[src/rtl/nvsac_defines.svh]
// Constants of the host-side controller for the battery-backed SRAM module.
// Assumes a single 10 MHz clock and the module's asynchronous strobe pins.
`ifndef NVSAC_DEFINES_SVH
`define NVSAC_DEFINES_SVH

`define NVSAC_ADDR_W 15
`define NVSAC_DATA_W 8
`define NVSAC_CLK_NS 100
// Least access time and write pulse width of the module, in ns
`define NVSAC_ACCESS_NS 85
`define NVSAC_WPULSE_NS 65
// Least cycle counts, rounded up
`define NVSAC_ACCESS_CYC ((`NVSAC_ACCESS_NS + `NVSAC_CLK_NS - 1) / `NVSAC_CLK_NS)
`define NVSAC_WPULSE_CYC ((`NVSAC_WPULSE_NS + `NVSAC_CLK_NS - 1) / `NVSAC_CLK_NS)
// Two extra cycles for the data synchroniser
`define NVSAC_SYNC_CYC 2
`define NVSAC_CNT_W 3
// Power-up lockout, longest figure in ms
`define NVSAC_LOCKOUT_MS 200
`define NVSAC_LOCKOUT_CYC ((`NVSAC_LOCKOUT_MS * 1000000) / `NVSAC_CLK_NS)
`define NVSAC_TMR_W 21

`endif

[src/rtl/nvsac_pkg.sv]
// Types shared by the controller and its lockout timer.
// Assumes the constants header sits beside it.
`default_nettype none
`include "nvsac_defines.svh"
package nvsac_pkg;
  typedef enum logic [2:0] {
    NVSAC_ST_START,
    NVSAC_ST_LOCK,
    NVSAC_ST_IDLE,
    NVSAC_ST_SETUP,
    NVSAC_ST_RD_WAIT,
    NVSAC_ST_WR_PULSE,
    NVSAC_ST_WR_HOLD,
    NVSAC_ST_END
  } nvsac_state_t;

  typedef struct packed {
    nvsac_state_t st;
    logic write;
    logic [`NVSAC_ADDR_W-1:0] addr;
    logic [`NVSAC_DATA_W-1:0] dq_out;
    logic dq_oe;
    logic ce_n;
    logic we_n;
    logic oe_n;
    logic ready;
    logic rsp_valid;
    logic [`NVSAC_DATA_W-1:0] rdata;
    logic locked;
    logic [`NVSAC_CNT_W-1:0] cnt;
    logic pf_s1;
    logic pf_s2;
    logic [`NVSAC_DATA_W-1:0] dq_s1;
    logic [`NVSAC_DATA_W-1:0] dq_s2;
    logic tmr_load;
  } nvsac_ctrl_t;

  typedef struct packed {
    logic [`NVSAC_TMR_W-1:0] cnt;
    logic busy;
  } nvsac_tmr_t;
endpackage
`default_nettype wire

[src/rtl/nvsac_tmr_if.sv]
// Link between the controller and its lockout timer.
// Assumes both ends run on the same clock.
`default_nettype none
`include "nvsac_defines.svh"
interface nvsac_tmr_if;
  logic load;
  logic [`NVSAC_TMR_W-1:0] load_val;
  logic busy;
  modport ctrl (output load, output load_val, input busy);
  modport tmr (input load, input load_val, output busy);
endinterface
`default_nettype wire

[src/rtl/nvsac_ctrl.sv]
// Host-side controller for the battery-backed SRAM module's strobe pins.
// Assumes one request port on the clock, an external supply monitor on
// power_fail_i, and the module's pins wired directly to the mem_ ports.
`default_nettype none
`include "nvsac_defines.svh"
module nvsac_ctrl
  import nvsac_pkg::*;
#(
  parameter int ADDR_W = `NVSAC_ADDR_W,
  parameter int DATA_W = `NVSAC_DATA_W,
  parameter logic [`NVSAC_TMR_W-1:0] PWRUP_CYCLES = `NVSAC_TMR_W'(`NVSAC_LOCKOUT_CYC)
) (
  // Clock and reset
  input wire logic clk_i,
  input wire logic resetn_i,
  // User request port
  input wire logic req_i,
  input wire logic req_write_i,
  input wire logic [ADDR_W-1:0] req_addr_i,
  input wire logic [DATA_W-1:0] req_wdata_i,
  output logic req_ready_o,
  output logic rsp_valid_o,
  output logic [DATA_W-1:0] rsp_rdata_o,
  output logic locked_o,
  // Supply monitor
  input wire logic power_fail_i,
  // Memory pins
  output logic [ADDR_W-1:0] mem_addr_o,
  output logic mem_ce_n_o,
  output logic mem_we_n_o,
  output logic mem_oe_n_o,
  output logic [DATA_W-1:0] mem_dq_o,
  output logic mem_dq_oe_o,
  input wire logic [DATA_W-1:0] mem_dq_i
);
  // ********************************************************************
  // State and lockout timer
  // ********************************************************************
  nvsac_ctrl_t s_reg;
  nvsac_ctrl_t s_next;
  nvsac_tmr_if tmr_if ();

  nvsac_timer u_timer (
    .clk_i(clk_i),
    .resetn_i(resetn_i),
    .t(tmr_if.tmr)
  );

  assign tmr_if.load = s_reg.tmr_load;
  assign tmr_if.load_val = PWRUP_CYCLES;

  // ********************************************************************
  // Next-state logic
  // ********************************************************************
  always_comb begin
    s_next = s_reg;
    s_next.pf_s1 = power_fail_i;
    s_next.pf_s2 = s_reg.pf_s1;
    s_next.dq_s1 = mem_dq_i;
    s_next.dq_s2 = s_reg.dq_s1;
    s_next.tmr_load = 1'b0;
    s_next.rsp_valid = 1'b0;
    case (s_reg.st)
      NVSAC_ST_START: begin
        // Reset is taken as a fresh power-up, so the lockout is run first
        s_next.tmr_load = 1'b1;
        s_next.locked = 1'b1;
        s_next.st = NVSAC_ST_LOCK;
      end
      NVSAC_ST_LOCK: begin
        // No strobe activity while the module is write-protected
        if (s_reg.pf_s2) begin
          s_next.st = NVSAC_ST_START;
        end else if (!s_reg.tmr_load && !tmr_if.busy) begin
          s_next.locked = 1'b0;
          s_next.st = NVSAC_ST_IDLE;
        end
      end
      NVSAC_ST_IDLE: begin
        // A request seen with ready high is honoured even if power fail lands
        // in the same cycle; it ends well under the 2 us margin
        if (req_i && s_reg.ready) begin
          // Address moves only with both strobes high
          s_next.addr = req_addr_i;
          s_next.write = req_write_i;
          s_next.dq_out = req_wdata_i;
          s_next.st = NVSAC_ST_SETUP;
        end else if (s_reg.pf_s2 || !s_reg.ready) begin
          // Ready low in idle only follows a power fail seen in the END cycle, so a short one there is not lost
          s_next.locked = 1'b1;
          s_next.st = NVSAC_ST_LOCK;
        end
      end
      NVSAC_ST_SETUP: begin
        // Address has stood a full cycle before chip-select falls
        s_next.ce_n = 1'b0;
        s_next.cnt = '0;
        if (s_reg.write) begin
          // Chip-select and strobe fall together; data drive rises with them, output-enable stays high
          s_next.we_n = 1'b0;
          s_next.dq_oe = 1'b1;
          s_next.st = NVSAC_ST_WR_PULSE;
        end else begin
          s_next.oe_n = 1'b0;
          s_next.st = NVSAC_ST_RD_WAIT;
        end
      end
      NVSAC_ST_RD_WAIT: begin
        s_next.cnt = s_reg.cnt + `NVSAC_CNT_W'(1);
        if (s_reg.cnt == `NVSAC_CNT_W'(`NVSAC_ACCESS_CYC + `NVSAC_SYNC_CYC - 1)) begin
          s_next.rdata = s_reg.dq_s2;
          s_next.rsp_valid = 1'b1;
          s_next.ce_n = 1'b1;
          s_next.oe_n = 1'b1;
          s_next.st = NVSAC_ST_END;
        end
      end
      NVSAC_ST_WR_PULSE: begin
        s_next.cnt = s_reg.cnt + `NVSAC_CNT_W'(1);
        if (s_reg.cnt == `NVSAC_CNT_W'(`NVSAC_WPULSE_CYC - 1)) begin
          // Strobe rises first and ends the write; data still driven
          s_next.we_n = 1'b1;
          s_next.st = NVSAC_ST_WR_HOLD;
        end
      end
      NVSAC_ST_WR_HOLD: begin
        s_next.ce_n = 1'b1;
        s_next.st = NVSAC_ST_END;
      end
      NVSAC_ST_END: begin
        // Recovery cycle; data released only after both strobes are high
        s_next.dq_oe = 1'b0;
        s_next.st = NVSAC_ST_IDLE;
      end
      default: begin
        s_next.st = NVSAC_ST_START;
      end
    endcase
    // Only the second synchroniser stage is read here
    s_next.ready = (s_next.st == NVSAC_ST_IDLE) && !s_reg.pf_s2;
  end

  always_ff @(posedge clk_i or negedge resetn_i) begin
    if (!resetn_i) begin
      s_reg <= '0;
      s_reg.st <= NVSAC_ST_START;
      s_reg.ce_n <= 1'b1;
      s_reg.we_n <= 1'b1;
      s_reg.oe_n <= 1'b1;
      s_reg.locked <= 1'b1;
    end else begin
      s_reg <= s_next;
    end
  end

  // ********************************************************************
  // Outputs, all from the state register
  // ********************************************************************
  assign req_ready_o = s_reg.ready;
  assign rsp_valid_o = s_reg.rsp_valid;
  assign rsp_rdata_o = s_reg.rdata;
  assign locked_o = s_reg.locked;
  assign mem_addr_o = s_reg.addr;
  assign mem_ce_n_o = s_reg.ce_n;
  assign mem_we_n_o = s_reg.we_n;
  assign mem_oe_n_o = s_reg.oe_n;
  assign mem_dq_o = s_reg.dq_out;
  assign mem_dq_oe_o = s_reg.dq_oe;
endmodule
`default_nettype wire

[src/rtl/nvsac_timer.sv]
// Down-counter that measures the power-up write lockout.
// Assumes load is a one-cycle pulse from the controller.
`default_nettype none
`include "nvsac_defines.svh"
module nvsac_timer
  import nvsac_pkg::*;
(
  // Clock and reset
  input wire logic clk_i,
  input wire logic resetn_i,
  // Controller side
  nvsac_tmr_if.tmr t
);
  nvsac_tmr_t s_reg;
  nvsac_tmr_t s_next;

  always_comb begin
    s_next = s_reg;
    if (t.load) begin
      s_next.cnt = t.load_val;
      s_next.busy = 1'b1;
    end else if (s_reg.busy) begin
      s_next.cnt = s_reg.cnt - `NVSAC_TMR_W'(1);
      if (s_reg.cnt <= `NVSAC_TMR_W'(1)) begin
        s_next.busy = 1'b0;
      end
    end
  end

  always_ff @(posedge clk_i or negedge resetn_i) begin
    if (!resetn_i) begin
      s_reg <= '0;
    end else begin
      s_reg <= s_next;
    end
  end

  assign t.busy = s_reg.busy;
endmodule
`default_nettype wire

[config.mk]
export PLATFORM = sky130hd
export DESIGN_NAME = nvsac_ctrl
export DESIGN_NICKNAME = d
export VERILOG_FILES = /design/src/rtl/nvsac_pkg.sv /design/src/rtl/nvsac_tmr_if.sv /design/src/rtl/nvsac_ctrl.sv /design/src/rtl/nvsac_timer.sv
export VERILOG_INCLUDE_DIRS = /design/src /design/src/rtl
export SDC_FILE = /design/constraint.sdc
export NUM_CORES = 1
export LEC_CHECK = 0
export BUFFER_PORTS_ARGS = -buffer_cell sky130_fd_sc_hd__clkbuf_2
export CORE_MARGIN = 2
export CORE_UTILIZATION = 54
export CTS_CLUSTER_DIAMETER = 40
export DETAILED_ROUTE_END_ITERATION = 7
export PLACE_DENSITY = 0.86
export SYNTH_ARGS = -nofsm -noshare
export SYNTH_HDL_FRONTEND = slang
export SYNTH_SLANG_ARGS = --single-unit
[constraint.sdc]
create_clock -name clk_i -period 2.3 [get_ports clk_i]
set_input_delay 0.46 -clock clk_i [delete_from_list [all_inputs] [get_ports clk_i]]
set_output_delay 0.46 -clock clk_i [all_outputs]
set_load 0.02 [all_outputs]
Word-level counts from Yosys, hierarchy flattened
Index checks and enable logic that the tools add are counted.
{"block": "op_classes", "add_sub_neg": 2, "n_lt_le_gt_ge": 1, "muxes": 29, "n_reduce_logical": 25, "n_eq_ne": 17}
{"cell": "$mux 22", "n": 2}
{"cell": "$pmux 3 s8", "n": 1}
{"cell": "$le 21x1->1 const B", "n": 1}
{"cell": "$sub 21x1->21 const B", "n": 1}
{"cell": "$mux 3", "n": 6}
{"cell": "$mux 9", "n": 2}
{"cell": "$ne 2x2->1 const B", "n": 8}
{"cell": "$eq 3x2->1 const B", "n": 4}
{"cell": "$eq 3x3->1 const B", "n": 4}
{"cell": "$mux 1", "n": 12}
{"cell": "$reduce_bool 2->1", "n": 5}
{"cell": "$reduce_and 2->1", "n": 4}
{"cell": "$logic_not 3->1", "n": 2}
{"cell": "$pmux 1 s2", "n": 3}
{"cell": "$pmux 1 s3", "n": 2}
{"cell": "$pmux 3 s2", "n": 1}
{"cell": "$reduce_and 3->1", "n": 2}
{"cell": "$reduce_bool 3->1", "n": 2}
{"cell": "$reduce_and 5->1", "n": 1}
{"cell": "$logic_not 1->1", "n": 4}
{"cell": "$add 3x1->3 const B", "n": 1}
{"cell": "$eq 3x1->1 const B", "n": 1}
{"cell": "$logic_and 1x1->1", "n": 3}
{"cell": "$reduce_or 2->1", "n": 1}
{"cell": "$logic_or 1x1->1", "n": 1}
{"block": "totals", "input_bits": 36, "ff_bits": 86}

Logic depth before layout (Yosys ltp)
Gate-level depths: netlist (run 1).
{"block": "depth", "ltp_word": 7, "ltp_mapped": 6, "depth_no_buf": 6}

By module
From an unflattened synthesis (run 1), not the netlist that was laid out.
{"block": "hier_totals", "cells_unflattened": 330, "hier_area_um2": 3875.0}
{"mod": "nvsac_ctrl", "area_each_um2": 2628.8, "seq_area_each_um2": 1606.5, "instances": 1, "cells_per_inst": 192}
{"mod": "nvsac_timer", "area_each_um2": 1246.2, "seq_area_each_um2": 550.5, "instances": 1, "cells_per_inst": 138}

Worst setup path after synthesis (run 1)
No wires, ideal clock.
{"block": "synth_timing", "kind": "reg2reg", "start": "register u_timer.s_reg[16] in the netlist's numbering", "end": "register u_timer.s_reg[21] in the netlist's numbering", "t_arrival_ns": 1.818, "n_path_buf": 0, "required_time_ns": 2.169, "setup_ns": 0.131, "period_less_slack_ns": 1.950, "path_stages_with_launch": 5, "setup_slack_ns": 0.350, "cell_sequence": "dfrtp_1 or4_4 or3_4 o31a_1 or3_1"}
{"block": "synth_between", "elab_chain_cells": 3}
{"element": "from (decl)", "line_no": "nvsac_timer.sv:14", "rtl": "nvsac_tmr_t s_reg;"}
{"element": "from (signal assigned)", "line_no": "nvsac_timer.sv:34", "rtl": "s_reg <= s_next;"}
{"element": "$sub 21x1->21", "line_no": "nvsac_timer.sv:23", "rtl": "s_next.cnt = s_reg.cnt - `NVSAC_TMR_W'(1);"}
{"element": "$mux 22", "line_no": "nvsac_timer.sv:22", "rtl": "end else if (s_reg.busy) begin"}
{"element": "$mux 22", "line_no": "nvsac_timer.sv:19", "rtl": "if (t.load) begin"}
Every way passes these cells. The select of a mux whose other input is x is not followed.
A chain may end at the register's enable or synchronous reset.

Worst setup path in the final report (run 1)
Ends and elaborated chain as after synthesis.

==> results.txt, run 1 <==
* Setup slack at placement: 236 ps
- The largest single stage delay on the critical path is 550 ps.
- The first global-routing pass estimated 11,000 um of wire.
- Biggest area contributors in the synthesized netlist: sky130_fd_sc_hd__dfrtp_1, sky130_fd_sc_hd__mux2_2, sky130_fd_sc_hd__buf_4, sky130_fd_sc_hd__dfstp_2, sky130_fd_sc_hd__nor2_1
- Summed over all instances, the cell type with the most area after synthesis is sky130_fd_sc_hd__dfrtp_1.
- From bottom edge to top edge, the die measures approximately 87 um.
- Derived from the worst setup path, the maximum achievable clock frequency is 485 MHz.
* Skew-Pair Late Insertion Delay: 370 ps
- Number of hold violations in the final report: 0
- Outcome: complete, no violations
- Counting both buffers and inverters, the worst setup path holds a total of 0.
- After layout, the design draws a total of ~5.5 mW.
- Iteration count of the initial detailed-routing pass: 4
- Flip-flop count of the largest register, all copies and words added: 21
- Async set-or-reset flop fraction in the synthesized netlist: 100%
* Number of vias per cell: 5.42
- Total clock sinks: 86
* Post-DP HPWL: 4840 um
- Global routing consumed, over all layers together, 19.2% of the routing resources.
- Worst EP arrival: 2300 ps
- The longest clock path from root to sink contains 2 buffers.
* Final WS setup: 238 ps
- The worst setup path is captured at a register.
* Detail-routed net length per standard cell: 15.4 um
* Violation count after the first detailed-routing iteration: 138
* Critical path data required time: roughly 2500 ps
- Clock-pin transition on the worst setup and hold timing paths: 80 ps
- Cell-by-cell listing of the critical path: or4_4, or3_4, o31a_1, or3_1
- FILL cells: ~500
* Share of final-layout standard cells stronger than drive strength 1: 40.1%
* DIE WIDTH: 86.7 um
- In this run the tightest slew margin relative to its limit is a little under 70%.
- Max-cap violations in this run came to 0.
- Ranked by instance count, the synthesized netlist is headed by sky130_fd_sc_hd__dfrtp_1, sky130_fd_sc_hd__mux2_2, sky130_fd_sc_hd__buf_4, sky130_fd_sc_hd__nor2_1, sky130_fd_sc_hd__a21oi_1.
* Site Rows: 30
- The analysis attributes to cell leakage a power of around 2 nW.
- In the routed design, unresolved DRC markers number 0.
- Pin count of the biggest net entering global routing: 40
- The root buffer cell chosen for the clock tree is sky130_fd_sc_hd__clkbuf_8.
- Summed instance area of the synthesized netlist: 3690 um2
* Kind of start point of the critical path: register
- The initial antenna violation count was 0.
- Gate power share: 34.4%
- Final std cells w/o fill: between 400 and 500
* Core region area: 6720 um2
* Hold-fix buffers at CTS: 0
- After clock tree synthesis, the repair step resized 0 gates.
- Input/output buffers: 73
- The number of pins with negative max-slew slack in the final report was 0.
* Total power per unit cell area: between 1000 and 1500 nW/um2
- The area growth from synthesis to layout is 13.5%.
- The final layout contains 393 nets.
- The die covers approximately 7500 um2.
* Switch Pwr: ~2.0 mW
- Setup repair after global routing left no endpoint under its margin.
- Number of flip-flops and latches in the synthesized netlist: 86
* Cells after DPL: 421
- Peak supply drop: around 870 uV
- Sequential elements use 58.5% of the synthesized area.
- For the pin with the worst max-slew slack, the measured transition is 453 ps.
- Number of failing setup endpoints in the final timing report: 0
- The detail route stage leaves a number of antenna-violating nets equal to 0.
- For the final routed database, the setup TNS stands at 0 ps.
- Final worst path period need: 2060 ps
- Largest fanout on the critical path: 5
- Among cell families on the critical path, the largest total delay comes from simple AND/OR/NAND/NOR gates.
- Net switching share of the total power: 37.1%
- During synthesis, Yosys emitted a total of 0 warnings.
* CTS tree: yes
- Of the post-synthesis cell area, the dominant cell type holds 55.6%.
- For this configuration, the core starts out at a cell density of between 50% and 60%.
- In this run, distinct cell masters in the synthesized netlist total 50.
- In this run, CTS created clock tree buffers numbering 9.
- The routed design has 6720 um of wire.
* Ports: 74
- The number of global-route vias before repair was 2,364.
* Syn_nets: 340
* Number of standard cells after synthesis: about 300
* Clock power frac: a little over a fifth
- Classification of the worst-slack hold path: input pin to async pin
- Syn avg cell area: approximately 12 um2
- Among all flip-flop cells after synthesis, the most frequent one is sky130_fd_sc_hd__dfrtp_1.
- Internal power comes to approximately 3.4 mW.
- Layout Skew: approximately 9.5 ps
- By startpoint and endpoint, the worst setup path is classified as register to register.
- After layout, the worst path uses 89.7% of the clock period.
- Number of diodes added for antenna fixing: 0
* Number of enable-type register cells in the synthesized netlist: 0
- Summed over all layers, the global routing overflow is 0.
- The H-tree was split into 3 levels.
* Routability cong.: 0.784
* Share of power burned in registers: approximately 44%
* CP max stage cell: sky130_fd_sc_hd__or4_4
- Detailed routing inserted a total of 2,369 vias.
* Most frequent cell after synthesis: sky130_fd_sc_hd__dfrtp_1
- After clock tree synthesis, the setup repair step added 0 buffers.
[kinds of logic after synthesis]
group	Yosys count	share of synthesized area, %
flops	86	58.5
simple gates	74	12.2
buf+inv	52	8.51
compound gates	39	6.71
mux	32	9.77
xor+xnor	11	2.61
fa+ha+maj	5	1.70
[power by group through the flow]
stage / registers, mW / clock network, mW / logic (mW)
floorplan: 2.34 / 0 / 1.64
global placement: 2.39 / 0 / 1.81
detailed placement: 2.42 / 0 / 1.88
CTS: 2.39 / 1.22 / 1.90
global route: 2.46 / 1.27 / 2.06
finish: 2.39 / 1.19 / 1.88
[worst register-to-register path, cell delays in order (launching register included)]
cell and delay (ps):
sky130_fd_sc_hd__dfrtp_1 410, sky130_fd_sc_hd__or4_4 550, sky130_fd_sc_hd__or3_4 380, sky130_fd_sc_hd__o31a_1 290
sky130_fd_sc_hd__or3_1 320
[cells in the final DEF (no fill, tap or decap), types with 4 or more instances in the layout]
cell	synthesis	final
sky130_fd_sc_hd__clkbuf_8	0	9
sky130_fd_sc_hd__nor2_1	21	21
sky130_fd_sc_hd__dfrtp_1	82	82
sky130_fd_sc_hd__nand2_1	9	9
sky130_fd_sc_hd__mux2_2	32	32
sky130_fd_sc_hd__nand4_1	4	4
sky130_fd_sc_hd__xnor2_1	6	6
sky130_fd_sc_hd__or3_1	6	6
sky130_fd_sc_hd__buf_4	31	11
sky130_fd_sc_hd__o21ai_0	9	9
sky130_fd_sc_hd__nor3_1	4	4
sky130_fd_sc_hd__inv_1	11	11
sky130_fd_sc_hd__clkbuf_2	0	72
sky130_fd_sc_hd__dfstp_2	4	4
sky130_fd_sc_hd__ha_1	5	5
sky130_fd_sc_hd__xor2_1	5	5
sky130_fd_sc_hd__a21oi_1	14	14
sky130_fd_sc_hd__nand3_1	4	4
sky130_fd_sc_hd__nor4_1	5	5
[cell type report]
class | instances | area (um2) | area share (%)
Tap cell | 80 | 100 | 2.39
Timing Repair Buffer | 83 | 443 | 10.6
Clock buffer | 9 | 124 | 2.96
Inverter | 11 | 41.3 | 0.986
Multi-Input combinational cell | 161 | 1220 | 29.1
Sequential cell | 86 | 2160 | 51.5
Clock inverter | 7 | 104 | 2.48
[per-stage QoR]
step / cell area (um2) / hold WS, ps / util [%]
floorplan: 3690 / 164 / -
global placement: 3960 / 331 / 58.9
detailed placement: 3960 / 336 / 58.9
CTS: 4190 / 46.7 / 62.3
global route: 4190 / 73.3 / 62.3
finish: 4190 / 47.6 / 62.3
[layer usage]
layer | wire, um | up-vias | track usage [%]
li1 | - | 1125 | -
met1 | 2760 | 1184 | 22.3
met2 | 3620 | 50 | 33.5
met3 | 222 | 10 | 4.95
met4 | 120 | 0 | 8.66
met5 | 0 | - | 0
[final timing paths]
check | start | cells past startpoint | endpoint | slack [ps]
worst max register to register | u_timer.s_reg[16] | 4 | u_timer.s_reg[21] | 240
worst min-delay path | resetn_i | 1 | u_timer.s_reg[9] | 50
worst max-delay path | u_timer.s_reg[16] | 4 | u_timer.s_reg[21] | 240
max in group asynchronous | resetn_i | 2 | mem_oe_n_o | 1590
worst min register to register | s_next[6] | 0 | s_reg[6] | 350
min in group clk_i | mem_dq_i[2] | 1 | s_next[3] | 190
(Power assumes the default switching activity.)
==> run 2: changes to the inputs <==
--- a/config.mk
+++ b/config.mk
@@ -8,10 +8,11 @@
 export LEC_CHECK = 0
 export BUFFER_PORTS_ARGS = -buffer_cell sky130_fd_sc_hd__clkbuf_2
 export CORE_MARGIN = 2
-export CORE_UTILIZATION = 54
+export CORE_UTILIZATION = 55
 export CTS_CLUSTER_DIAMETER = 40
 export DETAILED_ROUTE_END_ITERATION = 7
 export PLACE_DENSITY = 0.86
 export SYNTH_ARGS = -nofsm -noshare
 export SYNTH_HDL_FRONTEND = slang
+export SYNTH_HIERARCHICAL = 1
 export SYNTH_SLANG_ARGS = --single-unit
==> run 2 against run 1 <==
Against the previous run:
- synthesized cell count grew 10%
- setup slack gained 200 ps
- utilization grew 2.0 points
- hold slack gained 67 ps
- area after synthesis grew 5.0%
- register-to-register slack gained 200 ps
- total power grew 5.6%
- routed wire length grew 7.2%
- clock-buffer cell count grew 1
- first-iteration DRC count grew 11%
- critical path depth grew 2
- die area grew 3.0%
- critical path type unchanged
==> results.txt, run 2 <==
* Summed instance area of the synthesized netlist: 3870 um2 (+5.0%)
- Ports: 74 (unchanged)
- The H-tree depth reported by CTS came to 3 (unchanged).
- Type of the setup path with the least slack: register to register
- The data required time at the worst endpoint was 2570 ps (+30 ps).
- Routed Wire Length: 7210 um (+7.2%)
- Sort of element at the end of the critical path: register
- The hold buffer count at cts came to 0 (unchanged).
- Classification of the worst-slack hold path: input pin to async pin
* Number of standard cells after synthesis: 330 (+10%)
* Overall Power: 5.76 mW (+5.6%)
- Final design utilization: 64.3% (+2.0 points)
- The sequential fraction of the synthesis area is 55.7% (-2.8 points).
- By instance count, the leading cell after synthesis is sky130_fd_sc_hd__dfrtp_1.
- Setup slack at placement: 465 ps (+230 ps)
- The endpoint identified for the worst register-to-register timing path is u_timer/s_reg[17].
- The cell internal power dissipation is 3.45 mW (+0.38%).
- The residual DRC count came to 0 (unchanged).
* Number of hold violations in the final report: 0 (unchanged)
* Setup TNS Final: 0 ps (unchanged)
* Clock power frac: 17.5% (-4.3 points)
* Biggest area contributors in the synthesized netlist: sky130_fd_sc_hd__dfrtp_1, sky130_fd_sc_hd__mux2_2, sky130_fd_sc_hd__buf_4, sky130_fd_sc_hd__dfstp_2, sky130_fd_sc_hd__o21ai_0
- Final WS setup: 436 ps (+198 ps)
* Number of flip-flops and latches in the synthesized netlist: 86 (unchanged)
- Crit Reg-Reg Startpoint: u_timer/s_reg[1]
- The tree is rooted in a sky130_fd_sc_hd__clkbuf_8.
* Cells after DPL: 482 (+14%)
* Iteration count of the initial detailed-routing pass: 4 (unchanged)
- Relative to the synthesized area, the layout overhead comes to 12.8%.
- Flip-flop count of the largest register, all copies and words added: 21 (unchanged)
* Resized cells post-CTS: 0 (unchanged)
- The initial antenna violation count was 0 (unchanged).
* Input/output buffers: 73 (unchanged)
- The static leakage power came to 2.07 nW (+3.5%).
- Final design instance area without fill: 4370 um2 (+4.4%)
- Share of power burned in registers: 45.3% (+1.4 points)
- The register clock-pin slew on the reported worst setup and hold paths was 90 ps (about the same).
* Kind of start point of the critical path: register
- The share of async-settable or async-resettable flops after synthesis came to 100% (unchanged).
- The number of pins with negative max-slew slack in the final report was 0 (unchanged).
- Global-route wire length before repair: 11,500 um (+4.8%)
- The worst reg2reg path depth is 6 (+2).
* Share of final-layout standard cells stronger than drive strength 1: 35.3% (-4.7 points)
- Unrepaired setup endpoints after global routing: false
- TritonCTS built the clock tree.
* Via Count: 2,540 (+7.2%)
- Slack of the worst reg-to-reg path: 440 ps (+200 ps)
* Net switching share of the total power: 40.2% (+3.1 points)
- Stage delay of the slowest cell on the critical path: 470 ps (-80 ps)
- Layout Skew: 7.82 ps (-1.63 ps)
- Number of vias per cell: 5.10 (-5.9%)
* DIE WIDTH: 87.9 um (+1.5%)
* Final std cells w/o fill: 498 (+14%)
- Max Clk Rate: 536 MHz (+11%)
- The arrival time at the worst endpoint was 2140 ps (-160 ps).
- The flow ran to the end, and the final reports show no timing, DRC or antenna violations.
* Die H: 87.9 um (+1.5%)
- The number of DRC violations after detailed-routing iteration 0 is 153 (+11%).
- Overall overflow remaining after global route: 0 (unchanged)
- Initial Util: 57.0% (+2.1 points)
- Number of failing setup endpoints in the final timing report: 0 (unchanged)
- The minimum clock period after layout was 1860 ps (-198 ps).
- Number of violations of the max-capacitance limit: 0 (unchanged)
- Top-area cell type share of the netlist area: 53.0% (-2.7 points)
- CP max stage cell: sky130_fd_sc_hd__dfrtp_1
- The number of global-route vias before repair came to 2,463 (+4.2%).
* Site Rows: 30 (unchanged)
- The actual slew at the worst max-slew pin came to 599 ps (+146 ps).
- Detail-routed net length per standard cell: 14.5 um (-5.9%)
- The signal on the critical path passes through inv_1, ha_1, and2_0, nand4_1, or3_1, a31oi_1.
* Total routing usage reported by global routing: 19.3% (+0.044 points)
- Number of diodes added for antenna fixing: 0 (unchanged)
- Total power per unit cell area: 1320 nW/um2 (+1.1%)
- Cell accounting for the most synthesized area: sky130_fd_sc_hd__dfrtp_1
- Skew-Pair Late Insertion Delay: 350 ps (-20 ps)
* Bufs on Longest Clock Path: 2 (unchanged)
- The count of distinct cell types in the synthesized netlist is 48 (-4.0%).
- The number of sinks on the clock net came to 86 (unchanged).
- The global placer's final weighted congestion came to 0.791 (+0.88%).
- The worst supply voltage drop on vdd is 870 uV (about the same).
- Switch Pwr: 2.32 mW (+14%)
* Gate power share: 37.3% (+2.9 points)
- The post-CTS setup buffer count came to 0 (unchanged).
* Minimum hold slack: 115 ps (+67.0 ps)
- Post-DP HPWL: 5070 um (+4.8%)
* Most frequent standard cell in the layout excluding fill and tap cells: sky130_fd_sc_hd__dfrtp_1
- Commonest non-fill, non-tap cells in the layout: sky130_fd_sc_hd__dfrtp_1, sky130_fd_sc_hd__clkbuf_2, sky130_fd_sc_hd__mux2_2, sky130_fd_sc_hd__nand2_1
* Tightest slew margin relative to the limit: 60.1% (-8.9 points)
* Final period util: 81.1% (-8.6 points)
- The residual antenna-violating net count after detailed routing came to 0 (unchanged).
- The top fanout value on the critical path was 5 (unchanged).
* Synthesis Warnings: 6 (+6)
- The number of buffers inserted during clock tree synthesis came to 9 (unchanged).
* Final net count: 438 (+11%)
- The placeable core region came to 6790 um2 (+1.1%).
- The number of flops mapped to enable cells by yosys came to 0 (unchanged).
- Top cells by count, synth: sky130_fd_sc_hd__dfrtp_1, sky130_fd_sc_hd__buf_4, sky130_fd_sc_hd__mux2_2, sky130_fd_sc_hd__nand2_1, sky130_fd_sc_hd__o21ai_0
* Die Footprint: 7730 um2 (+3.0%)
* Main flop type after synthesis: sky130_fd_sc_hd__dfrtp_1
- The maximum number of pins on one net before global-route repair came to 49 (+23%).
- The instance area at placement came to 4180 um2 (+5.6%).
- The mean area per synthesized cell was 11.7 um2 (-4.8%).
-- run 2: power by group through the flow --
stage | sequential, mW | clock [mW] | combinational [mW]
2_1_floorplan | 2.51 | 0 | 1.91
3_3_place_gp | 2.58 | 0 | 2.05
3_5_place_dp | 2.62 | 0 | 2.13
4_1_cts | 2.60 | 1.03 | 2.15
5_1_grt | 2.68 | 1.09 | 2.36
6_report | 2.61 | 1.01 | 2.15
-- run 2: per-layer routing --
layer | wire [um] | share of wire, % | vias to the layer above | track usage, %
li1 | - | - | 1221 | -
met1 | 3120 | 43 | 1253 | 25.6
met2 | 3670 | 51 | 57 | 31.2
met3 | 306 | 4.2 | 9 | 5.18
met4 | 110 | 1.5 | 0 | 6.15
met5 | 0 | 0 | - | 0
-- run 2: worst max-delay path, delay by kind of cell, from the launching register on --
kind | cells | cell delay, ps
adders and majority gates | 1 | 170
DFF | 1 | 470
buffers and inverters | 1 | 100
and+or+nand+nor | 3 | 900
AOI/OAI and AO/OA | 1 | 160
-- run 2: worst max-delay path by stage --
stage	from	to	slack (ps)	depth (start not counted)
floorplan	u_timer/s_reg[1]	u_timer/s_reg[17]	610	7
global placement	u_timer/s_reg[1]	u_timer/s_reg[17]	550	6
detailed placement	s_reg[62]	mem_dq_o[7]	470	4
CTS	u_timer/s_reg[1]	u_timer/s_reg[17]	450	6
global route	u_timer/s_reg[1]	u_timer/s_reg[21]	320	6
finish	u_timer/s_reg[1]	u_timer/s_reg[17]	440	6
-- run 2: final cells by class --
class / instances / area, um2
clock buffers: 10 / 138
fillers: 508 / 2420
repair buffers: 80 / 420
clock inverters: 6 / 53.8
well taps: 96 / 120
multi-input cells: 212 / 1450
flip-flops and latches: 86 / 2160
inverters: 8 / 30.0
-- run 2: cell families after synthesis --
group | count (synthesis) | share of synthesized area, %
muxes | 33 | 9.56
xor gates and xnor gates | 13 | 2.94
and+or+nand+nor | 90 | 13.5
AOI/OAI and AO/OA | 50 | 7.88
buffers and inverters | 51 | 8.69
other | 2 | 0.194
DFF | 86 | 55.7
adders and majority gates | 5 | 1.61
==> run 3: changes to the inputs <==
==> constraint.sdc (replaced) <==
create_clock -name clk_i -period 1.73 [get_ports clk_i]
set_input_delay 0.346 -clock clk_i [delete_from_list [all_inputs] [get_ports clk_i]]
set_output_delay 0.346 -clock clk_i [all_outputs]
set_load 0.02 [all_outputs]
==> run 3 against run 2 <==
Against the previous run:
- setup slack got worse by 380 ps
- first-iteration DRC count is 9.8% higher
- sequential share of layout area shrank 1.8 points
- clock power grew 50%
- sequential power increased by 32%
- critical path type unchanged
- critical endpoint is now u_timer/s_reg[20]
==> results.txt, run 3 (same netlist as run 2, synthesis figures left out) <==
- Total routing usage reported by global routing: 19.9% (+0.63 points)
* Commonest non-fill, non-tap cells in the layout: sky130_fd_sc_hd__dfrtp_1, sky130_fd_sc_hd__clkbuf_2, sky130_fd_sc_hd__mux2_2, sky130_fd_sc_hd__nand2_1
- Detail-routed net length per standard cell: 14.3 um (-1.5%)
- Unrepaired setup endpoints after global routing: true
- Layout Skew: 12.5 ps (+4.70 ps)
- Skew-Pair Late Insertion Delay: 360 ps (about the same)
- Initial Util: 57.0% (unchanged)
* Number of failing setup endpoints in the final timing report: 0 (unchanged)
- Number of violations of the max-capacitance limit: 0 (unchanged)
- The residual DRC count came to 0 (unchanged).
* Setup TNS Final: 0 ps (unchanged)
- Via Count: 2,606 (+2.6%)
- Final period util: 97.0% (+16 points)
- The global-route wire length before repair was 11,700 um (+1.9%).
- The number of buffers inserted during clock tree synthesis is 9 (unchanged).
* Iteration count of the initial detailed-routing pass: 4 (unchanged)
- Post-DP HPWL: 5310 um (+4.6%)
* CTS tree: yes
- Cell area after placement: 4290 um2 (+2.6%)
- Flip-flop count of the largest register, all copies and words added: 21 (unchanged)
* Count of pins over their slew limit: 0 (unchanged)
- Overall overflow remaining after global route: 0 (unchanged)
- Minimum hold slack: 90.3 ps (-24.3 ps)
- Worst hold stages: 1
- Pin count of the biggest net entering global routing: 45 (-8.2%)
- The register clock-pin slew on the reported worst setup and hold paths came to 90 ps (about the same).
- The areal power density over the cells was 1770 nW/um2 (+34%).
* Core region area: 6790 um2 (unchanged)
- The number of hold violations in the final report was 0 (unchanged).
- The minimum clock period after layout came to 1680 ps (-186 ps).
- Count of antenna-violating nets left after detailed routing: 0 (unchanged)
- The initial antenna violation count was 0 (unchanged).
- Worst Hold Endpoint: s_next[17]
- The arrival time at the worst endpoint is 1950 ps (-190 ps).
- Routed Wire Length: 7270 um (+0.85%)
- The worst hold path belongs to the class input pin to register.
* Overall Power: 8.05 mW (+40%)
- Site Rows: 30 (unchanged)
* Input/output buffers: 73 (unchanged)
* Final design instance area without fill: 4540 um2 (+3.9%)
* Peak supply drop: 1040 uV (+19%)
- The buffer depth of the longest clock path was 2 (unchanged).
* Critical path data required time: 2000 ps (-570 ps)
* Die H: 87.9 um (unchanged)
- Crit Reg-Reg Startpoint: u_timer/s_reg[8]
* Leakage power summed over all cells: 2.15 nW (+3.7%)
- Most frequent standard cell in the layout excluding fill and tap cells: sky130_fd_sc_hd__dfrtp_1
- The die area is 7730 um2 (unchanged).
- CTS H-Tree Depth: 3 (unchanged)
* Max Clk Rate: 596 MHz (+11%)
- The layout net count is 450 (+2.7%).
- The I/O pin count was 74 (unchanged).
- Type of the setup path with the least slack: register to register
- Sort of element at the end of the critical path: register
* Largest fanout on the critical path: 5 (unchanged)
* Number of diodes added for antenna fixing: 0 (unchanged)
- The horizontal extent of the die came to 87.9 um (unchanged).
* Number of vias per cell: 5.11 (+0.18%)
- Total clock sinks: 86 (unchanged)
* Hold Crit Start: power_fail_i
- Outcome: complete, no violations
- The utilization after layout came to 66.9% (+2.5 points).
- The worst reg2reg path depth was 4 (-2).
- Routability cong.: 0.872 (+10%)
* Kind of start point of the critical path: register
- Crit Reg-Reg Endpoint: u_timer/s_reg[20]
- Violation count after the first detailed-routing iteration: 168 (+9.8%)
- Share of final-layout standard cells stronger than drive strength 1: 37.4% (+2.1 points)
* Layout area overhead: 17.2%
- The reg-to-reg setup timing slack was 50 ps (-380 ps).
- The tree is rooted in a sky130_fd_sc_hd__clkbuf_8.
- The number of global-route vias before repair is 2,530 (+2.7%).
## run 3: critical path, cell delays in order, from the launching register on
cell and delay [ps]:
sky130_fd_sc_hd__dfrtp_1 460, sky130_fd_sc_hd__nor4_4 370, sky130_fd_sc_hd__nand4_4 170, sky130_fd_sc_hd__or4_1 430, sky130_fd_sc_hd__a31oi_1 180
## run 3: worst max-delay path by stage
stage / start / to / slack, ps / cells past startpoint
4_1_cts: u_timer/s_reg[8] / u_timer/s_reg[20] / 6 / 4
2_1_floorplan: u_timer/s_reg[1] / u_timer/s_reg[17] / 40 / 7
6_report: u_timer/s_reg[8] / u_timer/s_reg[20] / 50 / 4
5_1_grt: u_timer/s_reg[8] / u_timer/s_reg[20] / -60 / 4
3_5_place_dp: u_timer/s_reg[2] / u_timer/s_reg[17] / -20 / 6
3_3_place_gp: u_timer/s_reg[8] / u_timer/s_reg[20] / 90 / 4
## run 3: metrics by stage
step | std cells | setup WS, ps
CTS | 510 | 6.25
detailed placement | 493 | -19.0
floorplan | 349 | 38.8
finish | 510 | 51.5
global route | 510 | -57.6
global placement | 493 | 86.8
## run 3: cell type report
type,count,area [um2]
fill,491,2250
timing repair buffer,92,538
inverter,8,30.0
multi-input combinational,212,1480
sequential,86,2160
clock buffer,11,131
tap,96,120
clock inverter,5,83.8
## run 3: where the power goes
group	total [mW]	internal (mW)	switching, mW
registers	3.45	2.78	0.677
logic	3.08	1.36	1.72
clock network	1.51	0.819	0.695
## run 3: routing by layer
metal / global-route usage (%) / wire, um / up-vias
met5: 0 / 0 / -
met4: 9.09 / 129 / 0
met3: 5.18 / 315 / 11
met2: 32.9 / 3900 / 59
met1: 24.7 / 2930 / 1282
li1: - / - / 1254
## run 3: repair_timing
item,CTS,global route
gates resized for setup,1,6
endpoints found under the setup margin,2,14
endpoints found under the hold margin,26,0
pin swaps,0,2
hold buffers,1,0
buffers inserted,0,0
cloned,0,0
